<file path="src/include/lfb_pkg.sv">
// lfb_pkg: constants and types of the lcd frame and boost clock select block
// assumes: high clock is ref_clk, low clock arrives on a pin and is sampled
package lfb_pkg;
	// clock figure
	localparam int CLK_PERIOD_NS = 8;
	// register offsets on the plain port
	localparam logic [7:0] OFS_LCD_CONTROL = 8'h28;
	localparam logic [7:0] OFS_CLOCK_MODE = 8'h29;
	localparam logic [7:0] OFS_STATUS = 8'h2A;
	// reset values
	localparam logic [7:0] RST_LCD_CONTROL = 8'h00;
	localparam logic [1:0] RST_CLOCK_MODE = 2'h0;
	// clock mode field positions
	localparam int POS_PRESCALER_SOURCE = 0;
	localparam int POS_SYSTEM_CLOCK = 1;
	// status field positions
	localparam int POS_ST_FRAME_LEVEL = 0;
	localparam int POS_ST_BOOST_LEVEL = 1;
	localparam int POS_ST_FRAME_LOW = 2;
	localparam int POS_ST_BIAS_FAULT = 3;
	localparam int POS_ST_FRAME_IDLE = 4;
	localparam int POS_ST_BOOST_IDLE = 5;
	// prescaler widths
	localparam int HIGH_PRE_W = 17;
	localparam int LOW_PRE_W = 9;
	// base divider exponents on the high clock, codes 00..11
	localparam int FRAME_EXP_HIGH_0 = 17;
	localparam int FRAME_EXP_HIGH_1 = 16;
	localparam int FRAME_EXP_HIGH_2 = 15;
	localparam int FRAME_EXP_HIGH_3 = 13;
	// base divider exponents on the low clock, codes 00 and 01
	localparam int FRAME_EXP_LOW_0 = 9;
	localparam int FRAME_EXP_LOW_1 = 8;
	// boost divider exponents on the high clock, codes 00..11
	localparam int BOOST_EXP_HIGH_0 = 13;
	localparam int BOOST_EXP_HIGH_1 = 11;
	localparam int BOOST_EXP_HIGH_2 = 10;
	localparam int BOOST_EXP_HIGH_3 = 9;
	// boost divider exponents on the low clock, codes 00..10
	localparam int BOOST_EXP_LOW_0 = 5;
	localparam int BOOST_EXP_LOW_1 = 3;
	localparam int BOOST_EXP_LOW_2 = 2;
	// fast tick runs at four times base; frame divides it down
	localparam int FAST_SHIFT = 2;
	localparam logic [1:0] FRAME_DIV_QUARTER = 2'h3;
	localparam logic [1:0] FRAME_DIV_THIRD = 2'h2;
	localparam logic [1:0] FRAME_DIV_HALF = 2'h1;
	// duty codes
	typedef enum logic [1:0] {
		DUTY_QUARTER = 2'b00,
		DUTY_THIRD = 2'b01,
		DUTY_HALF = 2'b10,
		DUTY_STATIC = 2'b11
	} lfb_duty_t;
	// control register layout, msb first
	typedef struct packed {
		logic displayEnable;
		logic boosterEnable;
		logic [1:0] boostFreqSelect;
		lfb_duty_t duty;
		logic [1:0] frameRateSelect;
	} lfb_ctrl_t;
	// decoded drive method
	typedef struct packed {
		logic [2:0] commonCount;
		logic biasHalf;
		logic staticDrive;
	} lfb_drive_t;
endpackage : lfb_pkg

</file>
<file path="src/hdl/lfb_clock_select.sv">
// lfb_clock_select: lcd base/frame clock and booster clock selection
// assumes: ref_clk is the high clock at 125 MHz, lowClock is an unsynchronised pin
// assumes: software avoids the booster and slow-mode codes that status only flags
//
// Summary of operation
// - high clock base divides by 2^17/16/15/13
// - low clock base divides by 2^9/2^8
// - frame is base, 4/3 or twice base
// - booster bit picks booster or resistor divider
// - boost clock from high or low taps
// - duty code selects commons and bias
`timescale 1ns/1ns
module lfb_clock_select (
	input wire logic ref_clk,
	input wire logic sys_rst,
	input wire logic lowClock,
	input wire logic [7:0] regAddr,
	input wire logic [7:0] regWdata,
	input wire logic regWrite,
	input wire logic regRead,
	output logic [7:0] regRdata,
	output logic baseTick,
	output logic frameTick,
	output logic boostClk,
	output logic boosterOn,
	output logic dividerOn,
	output logic displayOn,
	output lfb_pkg::lfb_drive_t drive
);

	////////////////////////////////////////////////////////////////////////
	// helpers

	// true when the low k bits of a prescaler are all ones
	function automatic logic tapHit(input logic [16:0] cnt, input logic [4:0] k);
		logic hit;
		hit = 1'b1;
		for (int i = 0; i < 17; i++) begin
			if (i < int'(k)) begin
				hit = hit & cnt[i];
			end
		end
		return hit;
	endfunction : tapHit

	// shorten an exponent constant to a tap index
	function automatic logic [4:0] expo(input int e);
		return e[4:0];
	endfunction : expo

	////////////////////////////////////////////////////////////////////////
	// registers

	lfb_pkg::lfb_ctrl_t ctrl_q, ctrl_d;
	logic [1:0] mode_q, mode_d;
	logic [7:0] rdata_q, rdata_d;
	logic [7:0] statusWord;

	// software writes and read return
	always_comb begin
		ctrl_d = ctrl_q;
		mode_d = mode_q;
		rdata_d = 8'h00;
		if (regWrite && regAddr == lfb_pkg::OFS_LCD_CONTROL) begin
			ctrl_d = lfb_pkg::lfb_ctrl_t'(regWdata);
		end
		if (regWrite && regAddr == lfb_pkg::OFS_CLOCK_MODE) begin
			mode_d = regWdata[1:0];
		end
		if (regRead) begin
			case (regAddr)
				lfb_pkg::OFS_LCD_CONTROL: rdata_d = ctrl_q;
				lfb_pkg::OFS_CLOCK_MODE: rdata_d = {6'h00, mode_q};
				lfb_pkg::OFS_STATUS: rdata_d = statusWord;
				default: rdata_d = 8'h00;
			endcase
		end
	end

	// register state, synchronous reset
	always_ff @(posedge ref_clk) begin
		if (sys_rst) begin
			ctrl_q <= lfb_pkg::lfb_ctrl_t'(lfb_pkg::RST_LCD_CONTROL);
			mode_q <= lfb_pkg::RST_CLOCK_MODE;
			rdata_q <= 8'h00;
		end else begin
			ctrl_q <= ctrl_d;
			mode_q <= mode_d;
			rdata_q <= rdata_d;
		end
	end

	// read data stands one cycle, zero otherwise
	assign regRdata = rdata_q;

	////////////////////////////////////////////////////////////////////////
	// low clock pin sampling

	logic lowS1_q, lowS2_q, lowS3_q, lowLevel_q, lowLevel_d;
	logic lowEdge;

	// a change counts once stages two and three agree
	always_comb begin
		lowLevel_d = lowLevel_q;
		if (lowS2_q == lowS3_q) begin
			lowLevel_d = lowS3_q;
		end
	end
	// rising edge of the filtered low clock
	assign lowEdge = lowLevel_d & ~lowLevel_q;

	// three sampling stages and the accepted level
	always_ff @(posedge ref_clk) begin
		if (sys_rst) begin
			lowS1_q <= 1'b0;
			lowS2_q <= 1'b0;
			lowS3_q <= 1'b0;
			lowLevel_q <= 1'b0;
		end else begin
			lowS1_q <= lowClock;
			lowS2_q <= lowS1_q;
			lowS3_q <= lowS2_q;
			lowLevel_q <= lowLevel_d;
		end
	end

	////////////////////////////////////////////////////////////////////////
	// free-running prescalers

	logic [lfb_pkg::HIGH_PRE_W-1:0] highCnt_q, highCnt_d;
	logic [lfb_pkg::LOW_PRE_W-1:0] lowCnt_q, lowCnt_d;

	// never reloaded on a select change, so taps stay glitch free
	always_comb begin
		highCnt_d = highCnt_q + 1'b1;
		lowCnt_d = lowCnt_q;
		if (lowEdge) begin
			lowCnt_d = lowCnt_q + 1'b1;
		end
	end

	// prescaler state
	always_ff @(posedge ref_clk) begin
		if (sys_rst) begin
			highCnt_q <= '0;
			lowCnt_q <= '0;
		end else begin
			highCnt_q <= highCnt_d;
			lowCnt_q <= lowCnt_d;
		end
	end

	////////////////////////////////////////////////////////////////////////
	// source and tap selection

	logic sysLow, frameLow, frameIdle, boostLow, boostIdle;
	logic [4:0] frameTap, boostTap;
	logic fastTick, boostTick;
	logic frameHit, boostHit;
	logic [16:0] lowWide;

	// low counter widened to the tap function's width
	assign lowWide = {8'h00, lowCnt_q};
	// system clock runs from the low clock
	assign sysLow = mode_q[lfb_pkg::POS_SYSTEM_CLOCK];

	// pick tap index and source for the frame and boost clocks
	always_comb begin
		frameLow = 1'b0;
		frameIdle = 1'b0;
		boostLow = 1'b0;
		boostIdle = 1'b0;
		case (ctrl_q.frameRateSelect)
			2'b00: frameTap = expo(lfb_pkg::FRAME_EXP_HIGH_0 - lfb_pkg::FAST_SHIFT);
			2'b01: frameTap = expo(lfb_pkg::FRAME_EXP_HIGH_1 - lfb_pkg::FAST_SHIFT);
			2'b10: frameTap = expo(lfb_pkg::FRAME_EXP_HIGH_2 - lfb_pkg::FAST_SHIFT);
			default: frameTap = expo(lfb_pkg::FRAME_EXP_HIGH_3 - lfb_pkg::FAST_SHIFT);
		endcase
		if ((mode_q != 2'b00) && !ctrl_q.frameRateSelect[1]) begin
			frameLow = 1'b1;
			if (ctrl_q.frameRateSelect[0]) begin
				frameTap = expo(lfb_pkg::FRAME_EXP_LOW_1 - lfb_pkg::FAST_SHIFT);
			end else begin
				frameTap = expo(lfb_pkg::FRAME_EXP_LOW_0 - lfb_pkg::FAST_SHIFT);
			end
		end else if (sysLow && ctrl_q.frameRateSelect[1]) begin
			frameIdle = 1'b1; // no high clock in slow modes
		end
		case (ctrl_q.boostFreqSelect)
			2'b00: boostTap = expo(lfb_pkg::BOOST_EXP_HIGH_0 - 1);
			2'b01: boostTap = expo(lfb_pkg::BOOST_EXP_HIGH_1 - 1);
			2'b10: boostTap = expo(lfb_pkg::BOOST_EXP_HIGH_2 - 1);
			default: boostTap = expo(lfb_pkg::BOOST_EXP_HIGH_3 - 1);
		endcase
		if (mode_q != 2'b00) begin
			boostLow = 1'b1;
			case (ctrl_q.boostFreqSelect)
				2'b00: boostTap = expo(lfb_pkg::BOOST_EXP_LOW_0 - 1);
				2'b01: boostTap = expo(lfb_pkg::BOOST_EXP_LOW_1 - 1);
				2'b10: boostTap = expo(lfb_pkg::BOOST_EXP_LOW_2 - 1);
				default: begin
					boostLow = 1'b0; // code 11 has no low option
					boostIdle = sysLow;
				end
			endcase
		end
	end

	// one-cycle ticks off the chosen tap
	assign frameHit = frameLow ? (lowEdge & tapHit(lowWide, frameTap)) : tapHit(highCnt_q, frameTap);
	assign boostHit = boostLow ? (lowEdge & tapHit(lowWide, boostTap)) : tapHit(highCnt_q, boostTap);
	// idle sources give no ticks at all
	assign fastTick = ~frameIdle & frameHit;
	assign boostTick = ~boostIdle & boostHit;

	////////////////////////////////////////////////////////////////////////
	// frame rate scaling by duty

	logic [1:0] fastCnt_q, fastCnt_d, baseCnt_q, baseCnt_d, frameDiv;
	logic frameTick_q, frameTick_d, baseTick_q, baseTick_d, boostClk_q, boostClk_d;

	// quarter and static keep base, third gives 4/3, half gives twice
	always_comb begin
		case (ctrl_q.duty)
			lfb_pkg::DUTY_THIRD: frameDiv = lfb_pkg::FRAME_DIV_THIRD;
			lfb_pkg::DUTY_HALF: frameDiv = lfb_pkg::FRAME_DIV_HALF;
			default: frameDiv = lfb_pkg::FRAME_DIV_QUARTER;
		endcase
		fastCnt_d = fastCnt_q;
		baseCnt_d = baseCnt_q;
		frameTick_d = 1'b0;
		baseTick_d = 1'b0;
		boostClk_d = boostClk_q;
		if (fastTick) begin
			baseCnt_d = baseCnt_q + 1'b1;
			baseTick_d = (baseCnt_q == lfb_pkg::FRAME_DIV_QUARTER);
			if (fastCnt_q >= frameDiv) begin
				fastCnt_d = 2'h0;
				frameTick_d = 1'b1;
			end else begin
				fastCnt_d = fastCnt_q + 1'b1;
			end
		end
		if (boostTick) begin
			boostClk_d = ~boostClk_q;
		end
	end

	// divider and output state
	always_ff @(posedge ref_clk) begin
		if (sys_rst) begin
			fastCnt_q <= 2'h0;
			baseCnt_q <= 2'h0;
			frameTick_q <= 1'b0;
			baseTick_q <= 1'b0;
			boostClk_q <= 1'b0;
		end else begin
			fastCnt_q <= fastCnt_d;
			baseCnt_q <= baseCnt_d;
			frameTick_q <= frameTick_d;
			baseTick_q <= baseTick_d;
			boostClk_q <= boostClk_d;
		end
	end

	// clock outputs straight from flip-flops
	assign frameTick = frameTick_q;
	assign baseTick = baseTick_q;
	assign boostClk = boostClk_q;

	////////////////////////////////////////////////////////////////////////
	// drive method and level source

	// duty decode into commons and bias
	always_comb begin
		case (ctrl_q.duty)
			lfb_pkg::DUTY_QUARTER: drive = '{commonCount: 3'h4, biasHalf: 1'b0, staticDrive: 1'b0};
			lfb_pkg::DUTY_THIRD: drive = '{commonCount: 3'h3, biasHalf: 1'b0, staticDrive: 1'b0};
			lfb_pkg::DUTY_HALF: drive = '{commonCount: 3'h2, biasHalf: 1'b1, staticDrive: 1'b0};
			default: drive = '{commonCount: 3'h1, biasHalf: 1'b0, staticDrive: 1'b1};
		endcase
	end

	// booster and resistor divider are exclusive
	assign boosterOn = ctrl_q.boosterEnable;
	assign dividerOn = ~ctrl_q.boosterEnable;
	assign displayOn = ctrl_q.displayEnable;

	// status shows clock levels and a booster bias mismatch
	always_comb begin
		statusWord = 8'h00;
		statusWord[lfb_pkg::POS_ST_FRAME_LEVEL] = fastCnt_q[1];
		statusWord[lfb_pkg::POS_ST_BOOST_LEVEL] = boostClk_q;
		statusWord[lfb_pkg::POS_ST_FRAME_LOW] = frameLow;
		statusWord[lfb_pkg::POS_ST_BIAS_FAULT] = ctrl_q.boosterEnable & ctrl_q.duty[1];
		statusWord[lfb_pkg::POS_ST_FRAME_IDLE] = frameIdle;
		statusWord[lfb_pkg::POS_ST_BOOST_IDLE] = boostIdle;
	end

endmodule : lfb_clock_select

</file>
<file path="config.mk">
export PLATFORM = sky130hd
export DESIGN_NAME = lfb_clock_select
export DESIGN_NICKNAME = d
export VERILOG_FILES = /design/src/include/lfb_pkg.sv /design/src/hdl/lfb_clock_select.sv
export SDC_FILE = /design/constraint.sdc
export NUM_CORES = 1
export LEC_CHECK = 0
export BUFFER_PORTS_ARGS = -buffer_cell sky130_fd_sc_hd__buf_4
export CORE_MARGIN = 2
export CORE_UTILIZATION = 45
export DETAILED_ROUTE_END_ITERATION = 12
export PLACE_DENSITY = 0.63
export SKIP_CTS_REPAIR_TIMING = 1
export SLEW_MARGIN = 40
export SYNTH_ARGS = -nofsm -noshare
export SYNTH_HDL_FRONTEND = slang
export SYNTH_SLANG_ARGS = --single-unit
</file>
<file path="constraint.sdc">
create_clock -name ref_clk -period 2.4 [get_ports ref_clk]
set_input_delay 0.36 -clock ref_clk [delete_from_list [all_inputs] [get_ports ref_clk]]
set_output_delay 0.36 -clock ref_clk [all_outputs]
set_load 0.1 [all_outputs]
</file>
* Word level (Yosys, flattened, before mapping)
Index checks and enable logic that the tools add are counted.
** Word-level totals
- Word-level logic and storage cells :: 230
- Flip-flop bits (word level) :: 55
- Output and inout bits :: 19
** Cells by class
- Add/subtract/negate cells :: 4
- Reductions and logical operators :: 12
- Bitwise gates (word level) :: 61
- $lt $le $gt $ge :: 35
- Mux-type cells :: 89
- Eq/ne operators :: 11
** Operators by type and width (number)
- 4-bit by 5-bit < comparator with 1-bit output (first input constant) :: 16
- 1-bit two-way mux :: 80
- 1-bit bitwise AND :: 54
- 3-bit by 5-bit < comparator with 1-bit output (first input constant) :: 8
- 5-bit one-hot mux with 3 select lines :: 2
- 8-bit by 6-bit == test with 1-bit output (second input constant) :: 3
- 8-bit one-hot mux with 3 select lines :: 1
- 1-bit by 5-bit < comparator with 1-bit output (first input constant) :: 4
- 2-bit by 5-bit < comparator with 1-bit output (first input constant) :: 4
- 3-bit one-hot mux with 3 select lines :: 2
- 17-bit by 1-bit adder with 17-bit output (second input constant) :: 1
- 5-bit < comparator (first input constant) :: 2
- 5-bit two-way mux :: 2
- 9-bit by 1-bit adder with 9-bit output (second input constant) :: 1
- 2-bit == test (second input constant) :: 4
- 1-bit inverter :: 7
- 2-bit by 1-bit == test with 1-bit output (second input constant) :: 3
- 2-bit zero test :: 3
- 2-bit by 1-bit adder with 2-bit output (second input constant) :: 2
- 1-bit logical AND :: 4
- 2-bit one-hot mux with 2 select lines :: 1
- 2-bit OR reduction :: 2
- 3-bit OR reduction :: 1
- 2-bit greater-or-equal comparator :: 1
- 4 further kinds :: 4

* Depth between registers and ports, before layout
- Word-level depth :: 41
- Mapped depth :: 8

* Worst setup path before layout
OpenSTA, ideal clock, no wires.
- Path kind :: flip-flop to flip-flop
- Start :: reg ctrl_q[2] (netlist name)
- End :: reg fastCnt_q[1]
- Required time :: 2.337 ns
- Cell stages (with the launch flop) :: 7
- Setup time :: 0.063 ns
- Data arrival time :: 2.279 ns
- Path buffers :: 0
- Setup slack :: 0.058 ns
- Cells stage by stage :: dfxtp_1 > inv_1 > ha_1 > ha_1 > a2111oi_0 > a22oi_1 > nand3_1
** Between the ends
- Longest elaborated chain between the ends :: 4
- Elaborated cells on any way between the ends :: 5
- Those cells by class :: order compare: 1; eq/ne: 2; mux: 2
** Ends and longest elaborated chain
- start: declaration :: line lfb_clock_select.sv:54 : lfb_pkg::lfb_ctrl_t ctrl_q, ctrl_d;
- start signal: assignment :: line lfb_clock_select.sv:83 : ctrl_q <= lfb_pkg::lfb_ctrl_t'(lfb_pkg::RST_LCD_CONTROL);
- start signal: assignment :: line lfb_clock_select.sv:87 : ctrl_q <= ctrl_d;
- 2-bit == test / 2-bit by 1-bit == test with 1-bit output (equally long branches) :: line lfb_clock_select.sv:224 : case (ctrl_q.duty)
- 2-bit one-hot mux with 2 select lines (*) :: line lfb_clock_select.sv:224
- 2-bit greater-or-equal comparator (*) :: line lfb_clock_select.sv:237 : if (fastCnt_q >= frameDiv) begin
- 2-bit two-way mux (*) :: line lfb_clock_select.sv:237
- end signal: assignment :: line lfb_clock_select.sv:258 : fastCnt_q <= fastCnt_d;
- end: declaration :: line lfb_clock_select.sv:219 : logic [1:0] fastCnt_q, fastCnt_d, baseCnt_q, baseCnt_d, frameDiv;
Mark *: on every way between the ends. The rest lies on a longest branch, timed or not.
A chain may end at the register's enable or synchronous reset.

* Worst setup path after layout
- Start :: reg ctrl_q[3] (netlist name)
- End :: reg fastCnt_q[1]
The elaborated chain is that of the path after synthesis.

==> flow_summary.json <==
{
  "rows": 26,
  "post-route-min-period_ns": 1.975,
  "ys.flop_type": "dfxtp_1",
  "clk_latency_ns": 0.30,
  "whs_endpoint": "lowS1_q",
  "antennaDiodeCount": 0,
  "grt_pass1_vias": 1695,
  "r2r_slack_ns": 0.42,
  "netlist.area_leader.share": 0.4266,
  "status": "finished clean",
  "antenna_found_initial": 0,
  "crit_path_end_kind": "flop",
  "core_area_mm2": 0.005107,
  "seqCellArea_mm2": 0.001021,
  "max_clock_freq_mhz": 506.3,
  "crit_required_ns": 2.65,
  "final_cell_count_no_fill": 365,
  "max_slew_margin": 0.6117,
  "clk_pin_slew_worst_paths_ns": 0.09,
  "irDropWorstVdd_mv": 0.4558,
  "regToRegEndpoint": "fastCnt_q[1]",
  "vias": 1849,
  "place_inst": 357,
  "postLayoutCoreUtil": 0.5622,
  "port_buffers": 39,
  "num-fill-cells": 476,
  "synth-seq-cells": 51,
  "drtIter0Drc": 68,
  "io_pins": 40,
  "finClkSkew_ns": 0.003618,
  "final_common_cell": "dfxtp_1",
  "fin_tns_setup_ns": 0,
  "clock_path_buffers": 2,
  "r2r-start": "ctrl_q[3]",
  "worst_pin_slew_ns": 0.5678,
  "clkSinkCount": 51,
  "nets": 324,
  "synth_area_mm2": 0.002394,
  "multi_input_area_mm2": 0.001285,
  "drv_cap": 0,
  "cts_tree": "done",
  "synth_seq_area_share": 0.4266,
  "critPathArrivalTime_ns": 2.22,
  "synthArstFlopShare": 0,
  "wl_per_cell_um": 12.51,
  "syn_area_per_cell_um2": 9.277,
  "synth.area.top_cells": "dfxtp_1, nor2_1, mux2i_1, ha_1, xnor2_1",
  "antenna_left": 0,
  "die_h_um": 76.93,
  "maxSlewViolCount": 0,
  "finalHoldViolCount": 0,
  "worst_slack_ns": 0.4250,
  "whs_path_depth": 2,
  "finalSetupViolations": 0,
  "p_per_area_mw_per_mm2": 564.7,
  "place_ws_ns": 0.4540,
  "final_layout_size_suffix_gt1_frac": 0.1932,
  "setup.worst_path.class": "reg2reg",
  "drt_first_pass_iters": 5,
  "cts_root_buffer": "clkbuf_8",
  "ff2ff_path_depth": 8,
  "hold_start": "lowClock",
  "grt_max_degree": 51,
  "syn_inst": 258,
  "routed_wl_um": 4565,
  "synth_edf_count": 0,
  "vias_per_cell": 5.066,
  "initial_core_util": 0.4686,
  "ys_types": 47,
  "syn_to_final_growth_pct": 19.97,
  "overflow": 0,
  "synth_top_cell_by_area": "dfxtp_1",
  "period_share": 0.8229,
  "htreeDepth": 2,
  "p_leak_nw": 1.240,
  "final_cell_mix": "dfxtp_1, nor2_1, buf_4, mux2i_1, xnor2_1",
  "place_congestion": 0.7533,
  "cp_max_fo": 4,
  "grt_pass1_wl_um": 7741,
  "min_path_type": "in2reg",
  "die_w_um": 76.93,
  "track_usage": 0.1599,
  "startpoint_type": "flop",
  "cts_buffers": 5,
  "post-route-drc-count": 0,
  "syn-num-nets": 288,
  "die_area_mm2": 0.005918,
  "yosysWarnings": 0,
  "post-dp-hpwl_um": 3223,
  "rsz0062_at_grt": "no"
}
==> critical path, stage by stage (launching register included) <==
cell       delay, ns
dfxtp_1         0.39
inv_1           0.09
ha_1            0.19
inv_1           0.06
ha_1            0.21
nand2b_1        0.15
a2111oi_0       0.56
a22oi_1         0.18
nand3_1         0.11
==> worst max path at each step <==
stage          startpoint            to  depth (start not counted)
3_3_place_gp    ctrl_q[3]  fastCnt_q[1]                          8
5_1_grt         ctrl_q[3]  fastCnt_q[1]                          8
4_1_cts         ctrl_q[3]  fastCnt_q[1]                          8
6_report        ctrl_q[3]  fastCnt_q[1]                          8
2_1_floorplan   ctrl_q[2]  fastCnt_q[1]                          6
3_5_place_dp    ctrl_q[3]  fastCnt_q[1]                          8
==> flip-flops by register name (all words and copies together), names as in the netlist, 2 cells and up <==
name       count
highCnt_q     15
regRdata       8
lowCnt_q       7
ctrl_q         6
baseCnt_q      2
fastCnt_q      2
mode_q         2
==> synthesized netlist by cell type, types with 2 or more instances <==
master and instances:
dfxtp_1 51, nor2_1 44, mux2i_1 15, xnor2_1 12
inv_1 10, nand2_1 10, ha_1 9, nand3_1 9
nor2b_1 9, nor3_1 9, clkbuf_1 8, a21oi_1 6
nand2b_1 6, nand4_1 6, xor2_1 6, nor4_1 5
a31oi_1 3, buf_2 3, o21ai_0 3, a2111oi_0 2
a311o_1 2, and3_1 2, nand4b_1 2, nor3b_1 2
o211ai_1 2
==> stage by stage <==
stage	hold WS, ns	total power [mW]	cell area (um2)
after floorplan	0.4138	0.9126	2394
after global placement	0.4185	0.9473	2739
after detailed placement	0.4287	0.9479	2739
after CTS	0.2636	1.643	2872
after global routing	0.2776	1.686	2872
final	0.2739	1.622	2872
==> layout make-up <==
type / instances / area share
Multi-Input combinational cell: 185 / 0.4475
Sequential cell: 51 / 0.3556
Timing Repair Buffer: 41 / 0.1072
Clock buffer: 6 / 0.02527
Tap cell: 70 / 0.03050
Clock inverter: 2 / 0.02092
Inverter: 10 / 0.01307
==> kinds of logic (layout without fill, tap and decap cells) <==
kind of cell | count (synthesis) | in the layout | synth area share
and+or+nand+nor | 115 | 115 | 0.2697
DFF | 51 | 51 | 0.4266
AOI/OAI and AO/OA | 26 | 26 | 0.08051
buffers and inverters | 22 | 59 | 0.03659
xor gates and xnor gates | 18 | 18 | 0.06586
muxes | 17 | 17 | 0.07370
adders and majority gates | 9 | 9 | 0.04705
==> where the power goes <==
group	internal, mW	switching, mW	total (mW)
Clock	0.417	0.278	0.694
Sequential	0.852	0.00839	0.860
Combinational	0.0336	0.0332	0.0669
Total	1.30	0.319	1.62
==> per-layer routing <==
metal  track usage  vias up  share of wire
met3       0.04353        6          0.054
li1              -      963              -
met1        0.2081      836           0.49
met4       0.04364        0          0.011
met5             0        -              0
met2        0.2605       44           0.44
(Power assumes the default switching activity.)
